$ cat src/hbi_pkg.sv
// hbi_pkg: constants and carrier types for the host bus pin interface.
// assumes one 100 MHz core clock; host pins are already synchronous to it.
package hbi_pkg;

    // ==========================================================
    // widths and sizes
    localparam int unsigned DATA_W = 32;
    localparam int unsigned ADDR_W = 8;     // host address bits 9..2
    localparam int unsigned FIFO_DEPTH = 16;

    // ==========================================================
    // word-index map of the data ports inside the address space
    localparam logic [7:0] RX_DATA_IDX = 8'h00;
    localparam logic [7:0] TX_DATA_IDX = 8'h01;

    // ==========================================================
    // reset and default values
    localparam logic [31:0] DATA_RST = 32'h0000_0000;
    localparam logic [31:0] EMPTY_READ_VAL = 32'h0000_0000;
    localparam logic [7:0] ADDR_RST = 8'h00;

    // ==========================================================
    // carriers
    typedef struct packed {
        logic chip_select_n;
        logic read_strobe_n;
        logic write_strobe_n;
        logic [7:0] addr;
        logic direct_fifo;
        logic big_endian;
    } hbi_req_type;

    typedef enum {
        BUS_IDLE,
        BUS_READ,
        BUS_WRITE
    } hbi_state_type;

endpackage : hbi_pkg

$ cat src/hbi_fifo.sv
// hbi_fifo: flip-flop FIFO with valid/ready on both sides.
// assumes a single clock; full and empty are exact, no bypass path.
module hbi_fifo #(
    parameter int unsigned WIDTH = 32,
    parameter int unsigned DEPTH = 16
) (
    input wire logic core_clk_in,
    input wire logic rst_in,
    input wire logic [WIDTH-1:0] wr_data_in,
    input wire logic wr_valid_in,
    output logic wr_ready_out,
    output logic [WIDTH-1:0] rd_data_out,
    output logic rd_valid_out,
    input wire logic rd_ready_in
);
    localparam int unsigned PW = $clog2(DEPTH);

    logic [WIDTH-1:0] mem_ff [DEPTH];
    logic [PW-1:0] wptr_ff;
    logic [PW-1:0] rptr_ff;
    logic [PW:0] count_ff;
    wire logic push;
    wire logic pop;

    assign wr_ready_out = (count_ff != (PW + 1)'(DEPTH));
    assign rd_valid_out = (count_ff != '0);
    assign push = wr_valid_in && wr_ready_out;
    assign pop = rd_valid_out && rd_ready_in;
    assign rd_data_out = mem_ff[rptr_ff];

    always_ff @(posedge core_clk_in) begin
        if (push) begin
            mem_ff[wptr_ff] <= wr_data_in;
        end
    end

    always_ff @(posedge core_clk_in or posedge rst_in) begin
        if (rst_in) begin
            wptr_ff <= '0;
            rptr_ff <= '0;
            count_ff <= '0;
        end else begin
            if (push) begin
                wptr_ff <= wptr_ff + 1'b1;
            end
            if (pop) begin
                rptr_ff <= rptr_ff + 1'b1;
            end
            count_ff <= count_ff + {{PW{1'b0}}, push} - {{PW{1'b0}}, pop};
        end
    end

endmodule : hbi_fifo

$ cat src/hbi_host_port.sv
// hbi_host_port: device side of the 32-bit strobe host bus.
// assumes host pins are synchronous to core_clk_in and that the internal
// register file answers reg_rdata_in in the same cycle as reg_rd_out.
module hbi_host_port (
    input wire logic core_clk_in,
    input wire logic rst_in,
    // host pins
    input wire logic [31:0] host_data_in,
    output logic [31:0] host_data_out,
    output logic host_data_oe_out,
    input wire logic [7:0] host_addr_in,
    input wire logic read_strobe_n_in,
    input wire logic write_strobe_n_in,
    input wire logic chip_select_n_in,
    input wire logic direct_fifo_sel_in,
    input wire logic big_endian_sel_in,
    // internal register file
    output logic [7:0] reg_addr_out,
    output logic [31:0] reg_wdata_out,
    output logic reg_wr_out,
    output logic reg_rd_out,
    input wire logic [31:0] reg_rdata_in,
    // transmit data stream out of the device core side
    output logic [31:0] tx_data_out,
    output logic tx_valid_out,
    input wire logic tx_ready_in,
    // receive data stream into the host
    input wire logic [31:0] rx_data_in,
    input wire logic rx_valid_in,
    output logic rx_ready_out
);
    // =========================================================
    // pin bundle
    hbi_pkg::hbi_req_type req;
    assign req.chip_select_n = chip_select_n_in;
    assign req.read_strobe_n = read_strobe_n_in;
    assign req.write_strobe_n = write_strobe_n_in;
    assign req.addr = host_addr_in;
    assign req.direct_fifo = direct_fifo_sel_in;
    assign req.big_endian = big_endian_sel_in;

    function automatic logic [31:0] swap_bytes(input logic [31:0] w);
        swap_bytes = {w[7:0], w[15:8], w[23:16], w[31:24]};
    endfunction : swap_bytes

    // =========================================================
    // access decode
    hbi_pkg::hbi_state_type state_ff;
    hbi_pkg::hbi_state_type nxt_state;
    logic [31:0] rdata_ff;

    wire logic sel = !req.chip_select_n;
    wire logic rd_act = sel && !req.read_strobe_n;
    wire logic wr_act = sel && !req.write_strobe_n;
    // one action per strobe: only the idle-to-active step acts
    wire logic rd_start = (state_ff == hbi_pkg::BUS_IDLE) && rd_act;
    wire logic wr_start = (state_ff == hbi_pkg::BUS_IDLE) && wr_act
                          && !rd_act;
    // direct mode overrides the address decode
    wire logic to_rx = req.direct_fifo
                       || (req.addr == hbi_pkg::RX_DATA_IDX);
    wire logic to_tx = req.direct_fifo
                       || (req.addr == hbi_pkg::TX_DATA_IDX);
    // byte order is taken from the pin during this very access
    wire logic [31:0] wr_word = req.big_endian
                                ? swap_bytes(host_data_in)
                                : host_data_in;

    // =========================================================
    // data FIFOs
    wire logic tx_push = wr_start && to_tx;
    wire logic rx_pop = rd_start && to_rx;
    wire logic tx_room;
    wire logic [31:0] rx_head;
    wire logic rx_has;

    // a write to a full transmit FIFO is lost; the host must poll levels
    hbi_fifo #(
        .WIDTH(hbi_pkg::DATA_W),
        .DEPTH(hbi_pkg::FIFO_DEPTH)
    ) u_tx_fifo (
        .core_clk_in(core_clk_in),
        .rst_in(rst_in),
        .wr_data_in(wr_word),
        .wr_valid_in(tx_push),
        .wr_ready_out(tx_room),
        .rd_data_out(tx_data_out),
        .rd_valid_out(tx_valid_out),
        .rd_ready_in(tx_ready_in)
    );

    hbi_fifo #(
        .WIDTH(hbi_pkg::DATA_W),
        .DEPTH(hbi_pkg::FIFO_DEPTH)
    ) u_rx_fifo (
        .core_clk_in(core_clk_in),
        .rst_in(rst_in),
        .wr_data_in(rx_data_in),
        .wr_valid_in(rx_valid_in),
        .wr_ready_out(rx_ready_out),
        .rd_data_out(rx_head),
        .rd_valid_out(rx_has),
        .rd_ready_in(rx_pop)
    );

    // =========================================================
    // register side
    assign reg_addr_out = req.addr;
    assign reg_wdata_out = wr_word;
    assign reg_wr_out = wr_start && !to_tx;
    assign reg_rd_out = rd_start && !to_rx;

    wire logic [31:0] rd_src = to_rx
                               ? (rx_has ? rx_head : hbi_pkg::EMPTY_READ_VAL)
                               : reg_rdata_in;
    wire logic [31:0] rd_word = req.big_endian
                                ? swap_bytes(rd_src)
                                : rd_src;

    // =========================================================
    // state machine
    always_comb begin
        nxt_state = state_ff;
        case (state_ff)
            hbi_pkg::BUS_IDLE: begin
                if (rd_act) begin
                    nxt_state = hbi_pkg::BUS_READ;
                end else if (wr_act) begin
                    nxt_state = hbi_pkg::BUS_WRITE;
                end
            end
            hbi_pkg::BUS_READ: begin
                if (!rd_act) begin
                    nxt_state = hbi_pkg::BUS_IDLE;
                end
            end
            hbi_pkg::BUS_WRITE: begin
                if (!wr_act) begin
                    nxt_state = hbi_pkg::BUS_IDLE;
                end
            end
            default: begin
                nxt_state = hbi_pkg::BUS_IDLE;
            end
        endcase
    end

    always_ff @(posedge core_clk_in or posedge rst_in) begin
        if (rst_in) begin
            state_ff <= hbi_pkg::BUS_IDLE;
        end else begin
            state_ff <= nxt_state;
        end
    end

    // read word is captured once at the strobe's start and held
    always_ff @(posedge core_clk_in or posedge rst_in) begin
        if (rst_in) begin
            rdata_ff <= hbi_pkg::DATA_RST;
        end else if (rd_start) begin
            rdata_ff <= rd_word;
        end
    end

    assign host_data_out = rdata_ff;
    // drive only while the read strobe and chip select are both low
    assign host_data_oe_out = (state_ff == hbi_pkg::BUS_READ)
                              && rd_act;
endmodule : hbi_host_port

$ cat config.mk
export PLATFORM = sky130hd
export DESIGN_NAME = hbi_host_port
export DESIGN_NICKNAME = d
export VERILOG_FILES = /design/src/hbi_pkg.sv /design/src/hbi_fifo.sv /design/src/hbi_host_port.sv
export SDC_FILE = /design/constraint.sdc
export NUM_CORES = 1
export LEC_CHECK = 0
export BUFFER_PORTS_ARGS = -buffer_cell sky130_fd_sc_hd__buf_4
export CORE_UTILIZATION = 40
export CTS_BUF_LIST = sky130_fd_sc_hd__clkbuf_8
export CTS_CLUSTER_SIZE = 30
export DETAILED_ROUTE_END_ITERATION = 7
export GPL_ROUTABILITY_DRIVEN = 0
export PLACE_DENSITY_LB_ADDON = 0.2
export SYNTH_ARGS = -nofsm -noshare
export SYNTH_HDL_FRONTEND = slang
export SYNTH_HIERARCHICAL = 1
export SYNTH_SLANG_ARGS = --single-unit
export TNS_END_PERCENT = 5
$ cat constraint.sdc
create_clock -name core_clk_in -period 7.21 [get_ports core_clk_in]
set_input_delay 0.3605 -clock core_clk_in [delete_from_list [all_inputs] [get_ports core_clk_in]]
set_output_delay 0.3605 -clock core_clk_in [all_outputs]
set_load 0.01 [all_outputs]
* Yosys cells after proc, flatten, opt, wreduce, memory -nomap -nowiden
Memory sizes are Yosys's and may differ from the RTL's.
Cells that the tools add are included.
** Cells by class
- Add/sub/neg operators :: 8
- $mul :: 0
- Div/mod/pow operators :: 0
- Order comparisons :: 0
- Eq/ne operators :: 9
- Shifts and indexed selects :: 0
- Mux-type cells :: 13
- Bitwise operators :: 0
- Reduce and logical (&&, ||, !) cells :: 28
** Operators with widths (count)
- two-way mux 32 bit :: 8
- case mux 32 bit (3 select lines) :: 1
- == test 32 x 2 -> 1 bit (second input constant) :: 2
- zero test 32 bit :: 2
- == test 32 x 1 -> 1 bit (second input constant) :: 1
- adder 4 x 1 -> 4 bit (second input constant) :: 4
- logical AND 1 bit :: 14
- adder 5 x 1 -> 5 bit :: 2
- inequality test 5 bit (second input constant) :: 2
- nonzero test 5 bit :: 2
- subtractor 5 x 1 -> 5 bit :: 2
- == test 8 x 1 -> 1 bit (second input constant) :: 1
- zero test 8 bit :: 1
- zero test 1 bit :: 6
- two-way mux 1 bit :: 4
- inequality test 2 bit (second input constant) :: 2
- inequality test 3 bit (second input constant) :: 1
- AND reduction 3 bit :: 1
- logical OR 1 bit :: 2
** Word-level totals
- Register bits :: 90
- Latch bits :: 0
- RAM bits :: 1024
- Bits in read-only memories :: 0
- Input bits :: 113
- Output and inout port bits :: 109
- Logic and storage cells :: 68
- Memories :: 2
** Memory list
- u_rx_fifo.mem_ff :: words 16, bits a word 32, rd ports 1, clocked after Yosys merged registers in 0, wr ports 1, line hbi_fifo.sv:18 : logic [WIDTH-1:0] mem_ff [DEPTH];
- u_tx_fifo.mem_ff :: words 16, bits a word 32, rd ports 1, clocked after Yosys merged registers in 0, wr ports 1, line hbi_fifo.sv:18

* Depth between registers and ports, before layout
Gate-level depths: netlist of run 1.
- Depth after elaboration :: 8
- Gate-level depth with buffers :: 16
- Gate-level depth less buffers :: 15

* Modules after synthesis
The synthesis of run 1 kept the hierarchy.
** By module, submodules not included
- hbi_fifo :: times used 2, cells each 1008, area each 20373.3 um2, seq. area each 15700.1 um2
- hbi_host_port :: times used 1, cells each 318, area each 2916.5 um2, seq. area each 850.8 um2

* Worst setup path after synthesis of run 1
OpenSTA, ideal clock, no wires.
- Path type :: input-to-reg
- Start point :: input host_addr_in[5]
- End point :: memory u_tx_fifo.mem_ff[3][0], enable pin
- Setup time :: 0.461 ns
- Arrival time :: 4.029 ns
- Data required time :: 6.749 ns
- Slack :: 2.720 ns
- Stages :: 8
- Buffers on the path :: 1
- Cells stage by stage :: or4_4 -> nor4_1 -> a21oi_1 -> nor2_1 -> and2_1 -> clkbuf_1 -> nand2_1 -> nor3_1
** On the way
- Word-level cells in the longest chain between the ends :: 6
** Ends and longest elaborated chain
- start: declaration :: line hbi_host_port.sv:11 : input wire logic [7:0] host_addr_in,
- == test 8 x 1 -> 1 bit :: line hbi_host_port.sv:63 : || (req.addr == hbi_pkg::TX_DATA_IDX);
- logical OR 1 bit :: line hbi_host_port.sv:63
- logical AND 1 bit :: line hbi_host_port.sv:71 : wire logic tx_push = wr_start && to_tx;
- named net tx_push :: line hbi_host_port.sv:71
- logical AND 1 bit :: line hbi_fifo.sv:27 : assign push = wr_valid_in && wr_ready_out;
- two-way mux 1 bit :: line hbi_fifo.sv:32 : if (push) begin
- two-way mux 1 bit (not written as such) :: line hbi_fifo.sv:33 : mem_ff[wptr_ff] <= wr_data_in;
- end: declaration :: line hbi_fifo.sv:18
The timed path passes the listed nets, and every way through them passes these cells.

* Worst setup path in the final report of run 1
- Start point :: register u_tx_fifo.rptr_ff[2]
- End point :: output tx_data_out[11]
** On the way
- Word-level cells in the longest chain between the ends :: 1
** Ends and longest elaborated chain
- start: declaration :: line hbi_fifo.sv:20 : logic [PW-1:0] rptr_ff;
- start signal: assignment :: line hbi_fifo.sv:47 : rptr_ff <= rptr_ff + 1'b1;
- memory (16 x 32 bit)
- end: declaration :: line hbi_host_port.sv:24 : output logic [31:0] tx_data_out,
No other way between the ends.

==> results by group, run 1 <==
Status
  • Outcome: finished, final reports clean

Routing
  • Drt total wl: 112000 µm
  • Drt via density: 5.63
  • DRC Markers: 0
  • DRT Pass-1 Iters: 5
  • Starting DRT DRC Count: 2176
  • Post-DRT Antenna Nets: 0
  • Via count: 23.9k
  • WL/cell: 26.5 µm

Critical path
  • Critical Path Fanout Max: 38
  • Crit. Startpoint: u_tx_fifo/rptr_ff[2]
  • WS Path Type: reg2out
  • CP arrival: 3.92 ns
  • WP data required: 6.85 ns
  • Critical Path Sink Type: primary output
  • Worst flop-to-flop path startpoint: u_rx_fifo/rptr_ff[0]
  • Setup crit start kind: flop

Run
  • MaxCap Viol Count: 0

Min path
  • Worst hold path type: in2reg
  • HP Start: reg_rdata_in[0]

Final layout
  • Nets: 2833
  • Commonest non-fill, non-tap cell in the layout: edfxtp_1
  • Share of post-route cells with drive strength above 1: 25.9%
  • Post-route cell area: 50700 µm²
  • Final std cells w/o fill: 4240
  • Area grow syn2layout: 16.2%
  • Commonest non-fill, non-tap cells in the layout: edfxtp_1 (1024), mux2i_1 (288), buf_4 (277)

Timing
  • Setup Viol. Count Final: 0
  • Fin crit share: 59.4%
  • RSZ-0062 raised after global routing: false
  • Setup_tns: 0 ns
  • Actual slew at the worst max-slew pin: 1.30 ns
  • Hold Vio Cnt, Final: 0
  • Hold Slack: 0.0709 ns
  • Max-slew headroom: 13.2%
  • Slew Viols, Final: 0
  • Highest clock rate: 234 MHz
  • Clock Skew: 0.0462 ns
  • Min cycle time layout: 4.28 ns

Placed design
  • I/O Buffers: 221
  • Placed cell areas: 46800 µm²
  • Final HPWL DP: 64000 µm
  • Placed Cells incl. Taps: 3860

Logic synthesis
  • Synth Register Bits: 1084
  • EDFF count, synth: 1024
  • Synth cell types: 44
  • Yosys warns: 6
  • Mapped Avg Cell Area: 18.7 µm²
  • Synthesized Nets: 2471
  • Synthesized area: 43700 µm²
  • Asr flop ratio synth: 5.54%
  • Gate Count Post-Synth: 2334
  • Register area share after synthesis: 73.9%
  • Main flop type after synthesis: edfxtp_1

GRT
  • Total gr overflow: 0
  • Vias in the first global route: 24.2k
  • Largest net degree at the start of global routing: 137
  • Initial antenna violation count: 8
  • GRT Util Overall: 20.2%
  • First-pass GRT wire length: 164000 µm

Clock network
  • CTS sink cnt: 1084
  • Clk slew on worst S/H paths: 0.06 ns
  • CTS H-tree lvls: 4
  • Max clock buf depth: 3
  • TritonCTS clock tree: done
  • CTS buffer count: 174
  • Root Buffer: clkbuf_8
  • Clock Latency Late Sink: 0.85 ns

Floorplan
  • Core footprint: 108000 µm²
  • Die ar.: 110000 µm²
  • Die Y: 332 µm
  • Row cnt: 120
  • Die W: 332 µm
  • Initial Util: 40.6%
  • Number of top-level pins: 222

Pwr
  • Leak: 17.7 nW
  • Pwr dens: 362 nW/µm²
  • Peak VDD IR: 0.000252 V
## final timing paths
kind                                         end  slack [ns]  depth (start not counted)
setup / recovery                 tx_data_out[11]        2.93                          7
max in group asynchronous      host_data_out[26]        6.00                          4
hold reg to reg                host_data_out[23]        0.52                          1
setup reg to reg               host_data_out[30]        3.35                          8
hold / removal                  host_data_out[0]        0.07                          4
min in group asynchronous  u_tx_fifo/count_ff[3]        0.16                          3
## power breakdown
group | switching [W] | internal [W]
logic | 0.00333 | 0.00233
registers | 0.000370 | 0.00738
clock network | 0.00241 | 0.00254
## area by class of cell
class / instances / area, µm²
Fill cell: 9007 / 56900
Sequential cell: 1084 / 32300
Multi-Input combinational cell: 1066 / 10600
Timing Repair Buffer: 343 / 2770
Clock buffer: 182 / 2500
Tap cell: 1403 / 1760
Clock inverter: 132 / 762
Inverter: 27 / 101
Antenna cell: 3 / 7.51
## synthesized netlist by cell type, types with 4 or more instances
cell type	n	area (µm²)
a21boi_0	30	225
a21oi_1	67	335
a221oi_1	128	1120
a22o_1	11	96.3
a22o_2	21	210
a22oi_1	64	480
and2_1	5	31.3
buf_1	13	48.8
buf_2	39	195
buf_4	20	150
buf_6	29	327
clkbuf_1	50	188
dfrtp_1	60	1500
edfxtp_1	1024	30700
ha_1	22	275
inv_1	27	101
mux2_2	32	360
mux2i_1	288	2880
mux4_2	128	2880
nand2_1	81	304
nand2b_1	5	31.3
nand3_1	4	20.0
nor2_1	27	101
nor3_1	9	45.0
o21ai_0	96	480
xnor2_1	14	123
xor2_1	6	52.6
## through the flow
step,total power [W],util (%),setup slack [ns]
floorplan,0.0115,-,2.72
global placement,0.0134,43.5,3.49
detailed placement,0.0135,43.5,3.44
CTS,0.0185,47.1,2.85
global route,0.0192,47.1,2.70
finish,0.0184,47.1,2.93
## timing repair
action | CTS | global route
resized for setup | 0 | 0
hold buffers | 63 | 0
hold endpoints to repair | 575 | 0
setup buffers | 0 | 0
## flip-flops by register name, indices dropped and copies added, names as in the netlist
signal,count
u_tx_fifo/rptr_ff,4
u_rx_fifo/mem_ff,512
u_rx_fifo/wptr_ff,4
host_data_out,32
u_tx_fifo/wptr_ff,4
u_tx_fifo/mem_ff,512
state_ff,2
u_rx_fifo/count_ff,5
u_tx_fifo/count_ff,5
u_rx_fifo/rptr_ff,4
## per-layer routing
metal / GRT usage, % / vias up / part of all wire, %
met1: 29.3 / 12600 / 46
met4: 5.67 / 10 / 2.1
met2: 30.9 / 821 / 46
met3: 4.23 / 186 / 6.4
li1: - / 10300 / -
met5: 0 / - / 0.052
## critical path, cell delays in order, from the launching register on
cell and delay (ns):
dfrtp_1 0.32, buf_4 0.46, nor2b_4 0.82, buf_4 0.61, a221oi_1 0.26, a22oi_1 0.25, nand2_1 0.14, buf_4 0.17
## kinds of logic after synthesis
group	Yosys count	share of synthesized area (%)
compound gates	425	6.92
xor+xnor	20	0.401
mux	450	14.1
simple gates	147	1.54
flops	1084	73.9
fa+ha+maj	24	0.722
buf+inv	184	2.45
Power figures use the tool's default switching activity.
==> run 2, diff against run 1 <==
Clock period 7.21 ns to 3.8 ns, I/O delays scaled along.
==> run 2 against run 1 <==
Against the previous run:
- global-route usage shrank 0.40 points
- total power grew 90%
- first-iteration DRC count shrank 15%
- worst setup slack lost 2.6 ns
- register-to-register slack lost 2.9 ns
- die area is the same
- highest routed layer unchanged
- clock-buffer cell count shrank 6
- clock skew shrank 0.0013 ns
==> results by group, run 2 (same netlist as run 1, synthesis figures left out) <==
Routing
  • Drt total wl: 110000 µm (-2.2%)
  • Via count: 23.8k (-0.39%)
  • Met3 wire length: 7410 µm (+3.3%)
  • Post-DRT Antenna Nets: 0 (unchanged)
  • WL met2: 50800 µm (-1.1%)
  • WL/cell: 25.4 µm (-4.1%)
  • DRT Pass-1 Iters: 6 (+1)
  • Drt via density: 5.50 (-2.3%)
  • Max layer used: met5
  • DRC Markers: 0 (unchanged)
  • Post-Route M1 WL: 49400 µm (-4.1%)
  • Starting DRT DRC Count: 1845 (-15%)

Pwr
  • Comb power frac: 32.3% (+1.4 points)
  • Sequential share of power: 41.7% (-0.5 points)
  • Pint: 0.0233 W (+90%)
  • Leak: 18.1 nW (+2.4%)
  • Clk pwr share: 26.0% (-1.0 points)
  • Net Sw Power: 0.0117 W (+92%)
  • Switching part of the total: 33.5% (+0.20 points)
  • Peak VDD IR: 0.000363 V (+44%)
  • Pwr dens: 676 nW/µm² (+87%)

Final layout
  • Share of post-route cells with drive strength above 1: 25.4% (-0.44 points)
  • Filler cells: 8970 (-0.41%)
  • Commonest non-fill, non-tap cell in the layout: edfxtp_1
  • Nets: 2923 (+3.2%)
  • Fin util: 48.1% (+0.94 points)
  • Commonest non-fill, non-tap cells in the layout: edfxtp_1 (1024), mux2i_1 (288), buf_4 (276)
  • Area grow syn2layout: 18.5%
  • Final std cells w/o fill: 4324 (+2.0%)

Clock network
  • Clk slew on worst S/H paths: 0.06 ns (about the same)
  • CTS sink cnt: 1084 (unchanged)
  • Clock Latency Late Sink: 0.85 ns (about the same)
  • Post-CTS resize count: 0 (unchanged)
  • Max clock buf depth: 3 (unchanged)
  • CTS buffer count: 173 (-0.57%)
  • TritonCTS clock tree: done
  • CTS H-tree lvls: 4 (unchanged)
  • Root Buffer: clkbuf_8

Timing
  • Setup Viol. Count Final: 0 (unchanged)
  • RSZ-0062 raised after global routing: false
  • Max-slew headroom: 34.8% (+22 points)
  • Slew Viols, Final: 0 (unchanged)
  • Min cycle time layout: 3.47 ns
  • Actual slew at the worst max-slew pin: 0.977 ns (-0.324 ns)
  • Clock Skew: 0.0449 ns (-0.00133 ns)
  • Highest clock rate: 288 MHz
  • Hold Vio Cnt, Final: 0 (unchanged)
  • Fin crit share: 91.3%

GRT
  • First-pass GRT wire length: 161000 µm (-1.4%)
  • Largest net degree at the start of global routing: 73 (-47%)
  • GRT Util Overall: 19.8% (-0.40 points)
  • Total gr overflow: 0 (unchanged)
  • Vias in the first global route: 24.6k (+1.5%)
  • Initial antenna violation count: 10 (+2)

Critical path
  • Crit path top cell by count: buf_4
  • Setup crit start kind: flop
  • WP data required: 3.61 ns (-3.24 ns)
  • CP top delay family: compound AO/OA/AOI/OAI gates
  • CP arrival: 3.28 ns (-0.64 ns)
  • Critical Path Fanout Max: 19 (-50%)
  • Critical Path Sink Type: primary output
  • CP peak stage delay: 0.66 ns (-0.16 ns)
  • Slowest-stage cell, CP: dfrtp_1
  • WP buf/inv: 2 (-1)
  • WS Path Type: reg2out
  • Critical Path, Cell by Cell: and2_2 -> buf_4 -> a221oi_1 -> a22oi_1 -> nand2_1 -> buf_4

Floorplan
  • Row cnt: 120 (unchanged)
  • Die Y: 332 µm (unchanged)
  • Die W: 332 µm (unchanged)
  • Die ar.: 110000 µm² (unchanged)
  • Number of top-level pins: 222 (unchanged)
  • Core footprint: 108000 µm² (unchanged)
  • Initial Util: 40.6% (unchanged)

Min path
  • Worst hold path type: in2reg

Placed design
  • I/O Buffers: 221 (unchanged)
  • Placed Cells incl. Taps: 3879 (+0.49%)
  • Final HPWL DP: 63200 µm (-1.2%)

Status
  • Outcome: finished, final reports clean

Run
  • MaxCap Viol Count: 0 (unchanged)
run 2: changes by cell type in the layout (fill, tap and decap cells not counted), sizes merged, moves of 2 or more:
cell / before / now
dlygate4sd3: 63 / 130
buf: 280 / 304
inv: 92 / 103
clkinv: 59 / 50
clkbuf: 182 / 176
bufinv: 5 / 3
run 2: stage by stage:
| step | TNS (ns) | power, W | setup WS [ns] | hold WS [ns] | cell area [µm²] |
|---|---|---|---|---|---|
| 2_1_floorplan | -65.28 | 0.0219 | -0.483 | 0.0670 | 43700 |
| 3_3_place_gp | 0 | 0.0258 | 0.660 | 0.247 | 47300 |
| 3_5_place_dp | 0 | 0.0260 | 0.595 | 0.254 | 47300 |
| 4_1_cts | 0 | 0.0353 | 0.0785 | 0.00211 | 51700 |
| 5_1_grt | 0 | 0.0367 | 0.117 | 0.0339 | 51800 |
| 6_report | 0 | 0.0350 | 0.330 | 0.0692 | 51800 |
run 2: power groups by stage:
stage | combinational (W) | clock (W) | sequential, W
floorplan | 0.00735 | 0 | 0.0145
global placement | 0.0111 | 0 | 0.0148
detailed placement | 0.0112 | 0 | 0.0148
CTS | 0.0114 | 0.00933 | 0.0146
global route | 0.0122 | 0.00982 | 0.0147
finish | 0.0113 | 0.00908 | 0.0146
run 2: path summary, 6_finish.rpt:
check	start	endpoint	slack, ns	depth (start not counted)
setup reg to reg	state_ff[1]	u_rx_fifo/count_ff[4]	0.48	14
hold reg to reg	host_data_out[4]	host_data_out[4]	0.51	1
hold / removal	host_data_in[16]	u_tx_fifo/mem_ff[13][8]	0.07	2
setup / recovery	u_tx_fifo/rptr_ff[2]	tx_data_out[18]	0.33	6
max in group asynchronous	rst_in	host_data_out[5]	2.46	5
min in group asynchronous	rst_in	host_data_out[12]	0.61	4
run 2: layout make-up:
cell class	count	area [µm²]	share of cell area, %
Antenna cell	3	7.51	0.0145
Clock buffer	176	2420	4.68
Clock inverter	131	689	1.33
Inverter	27	101	0.196
Multi-Input combinational cell	1066	10600	20.5
Sequential cell	1084	32300	62.3
Tap cell	1403	1760	3.39
Timing Repair Buffer	434	3930	7.60
run 2: worst reg2reg max path: stages (launching register included):
cell,delay (ns)
dfrtp_1,0.37
nor3_1,0.24
dlygate4sd3_1,0.64
nand2b_2,0.07
nor2_1,0.26
and2_4,0.25
ha_1,0.23
inv_1,0.06
ha_1,0.16
inv_1,0.07
fa_1,0.42
inv_1,0.08
a21oi_1,0.07
o21bai_1,0.17
xnor2_1,0.13
run 2: routing by layer:
metal	GRT usage, %	vias up
li1	-	10500
met1	28.1	12300
met2	30.3	767
met3	4.79	170
met4	6.06	10
met5	0	-
run 2: repair_timing:
| item | CTS | global route |
|---|---|---|
| endpoints found under the setup margin | 0 | 2 |
| hold buffers | 130 | 0 |
| setup buffers | 0 | 5 |
| endpoints found under the hold margin | 995 | 0 |
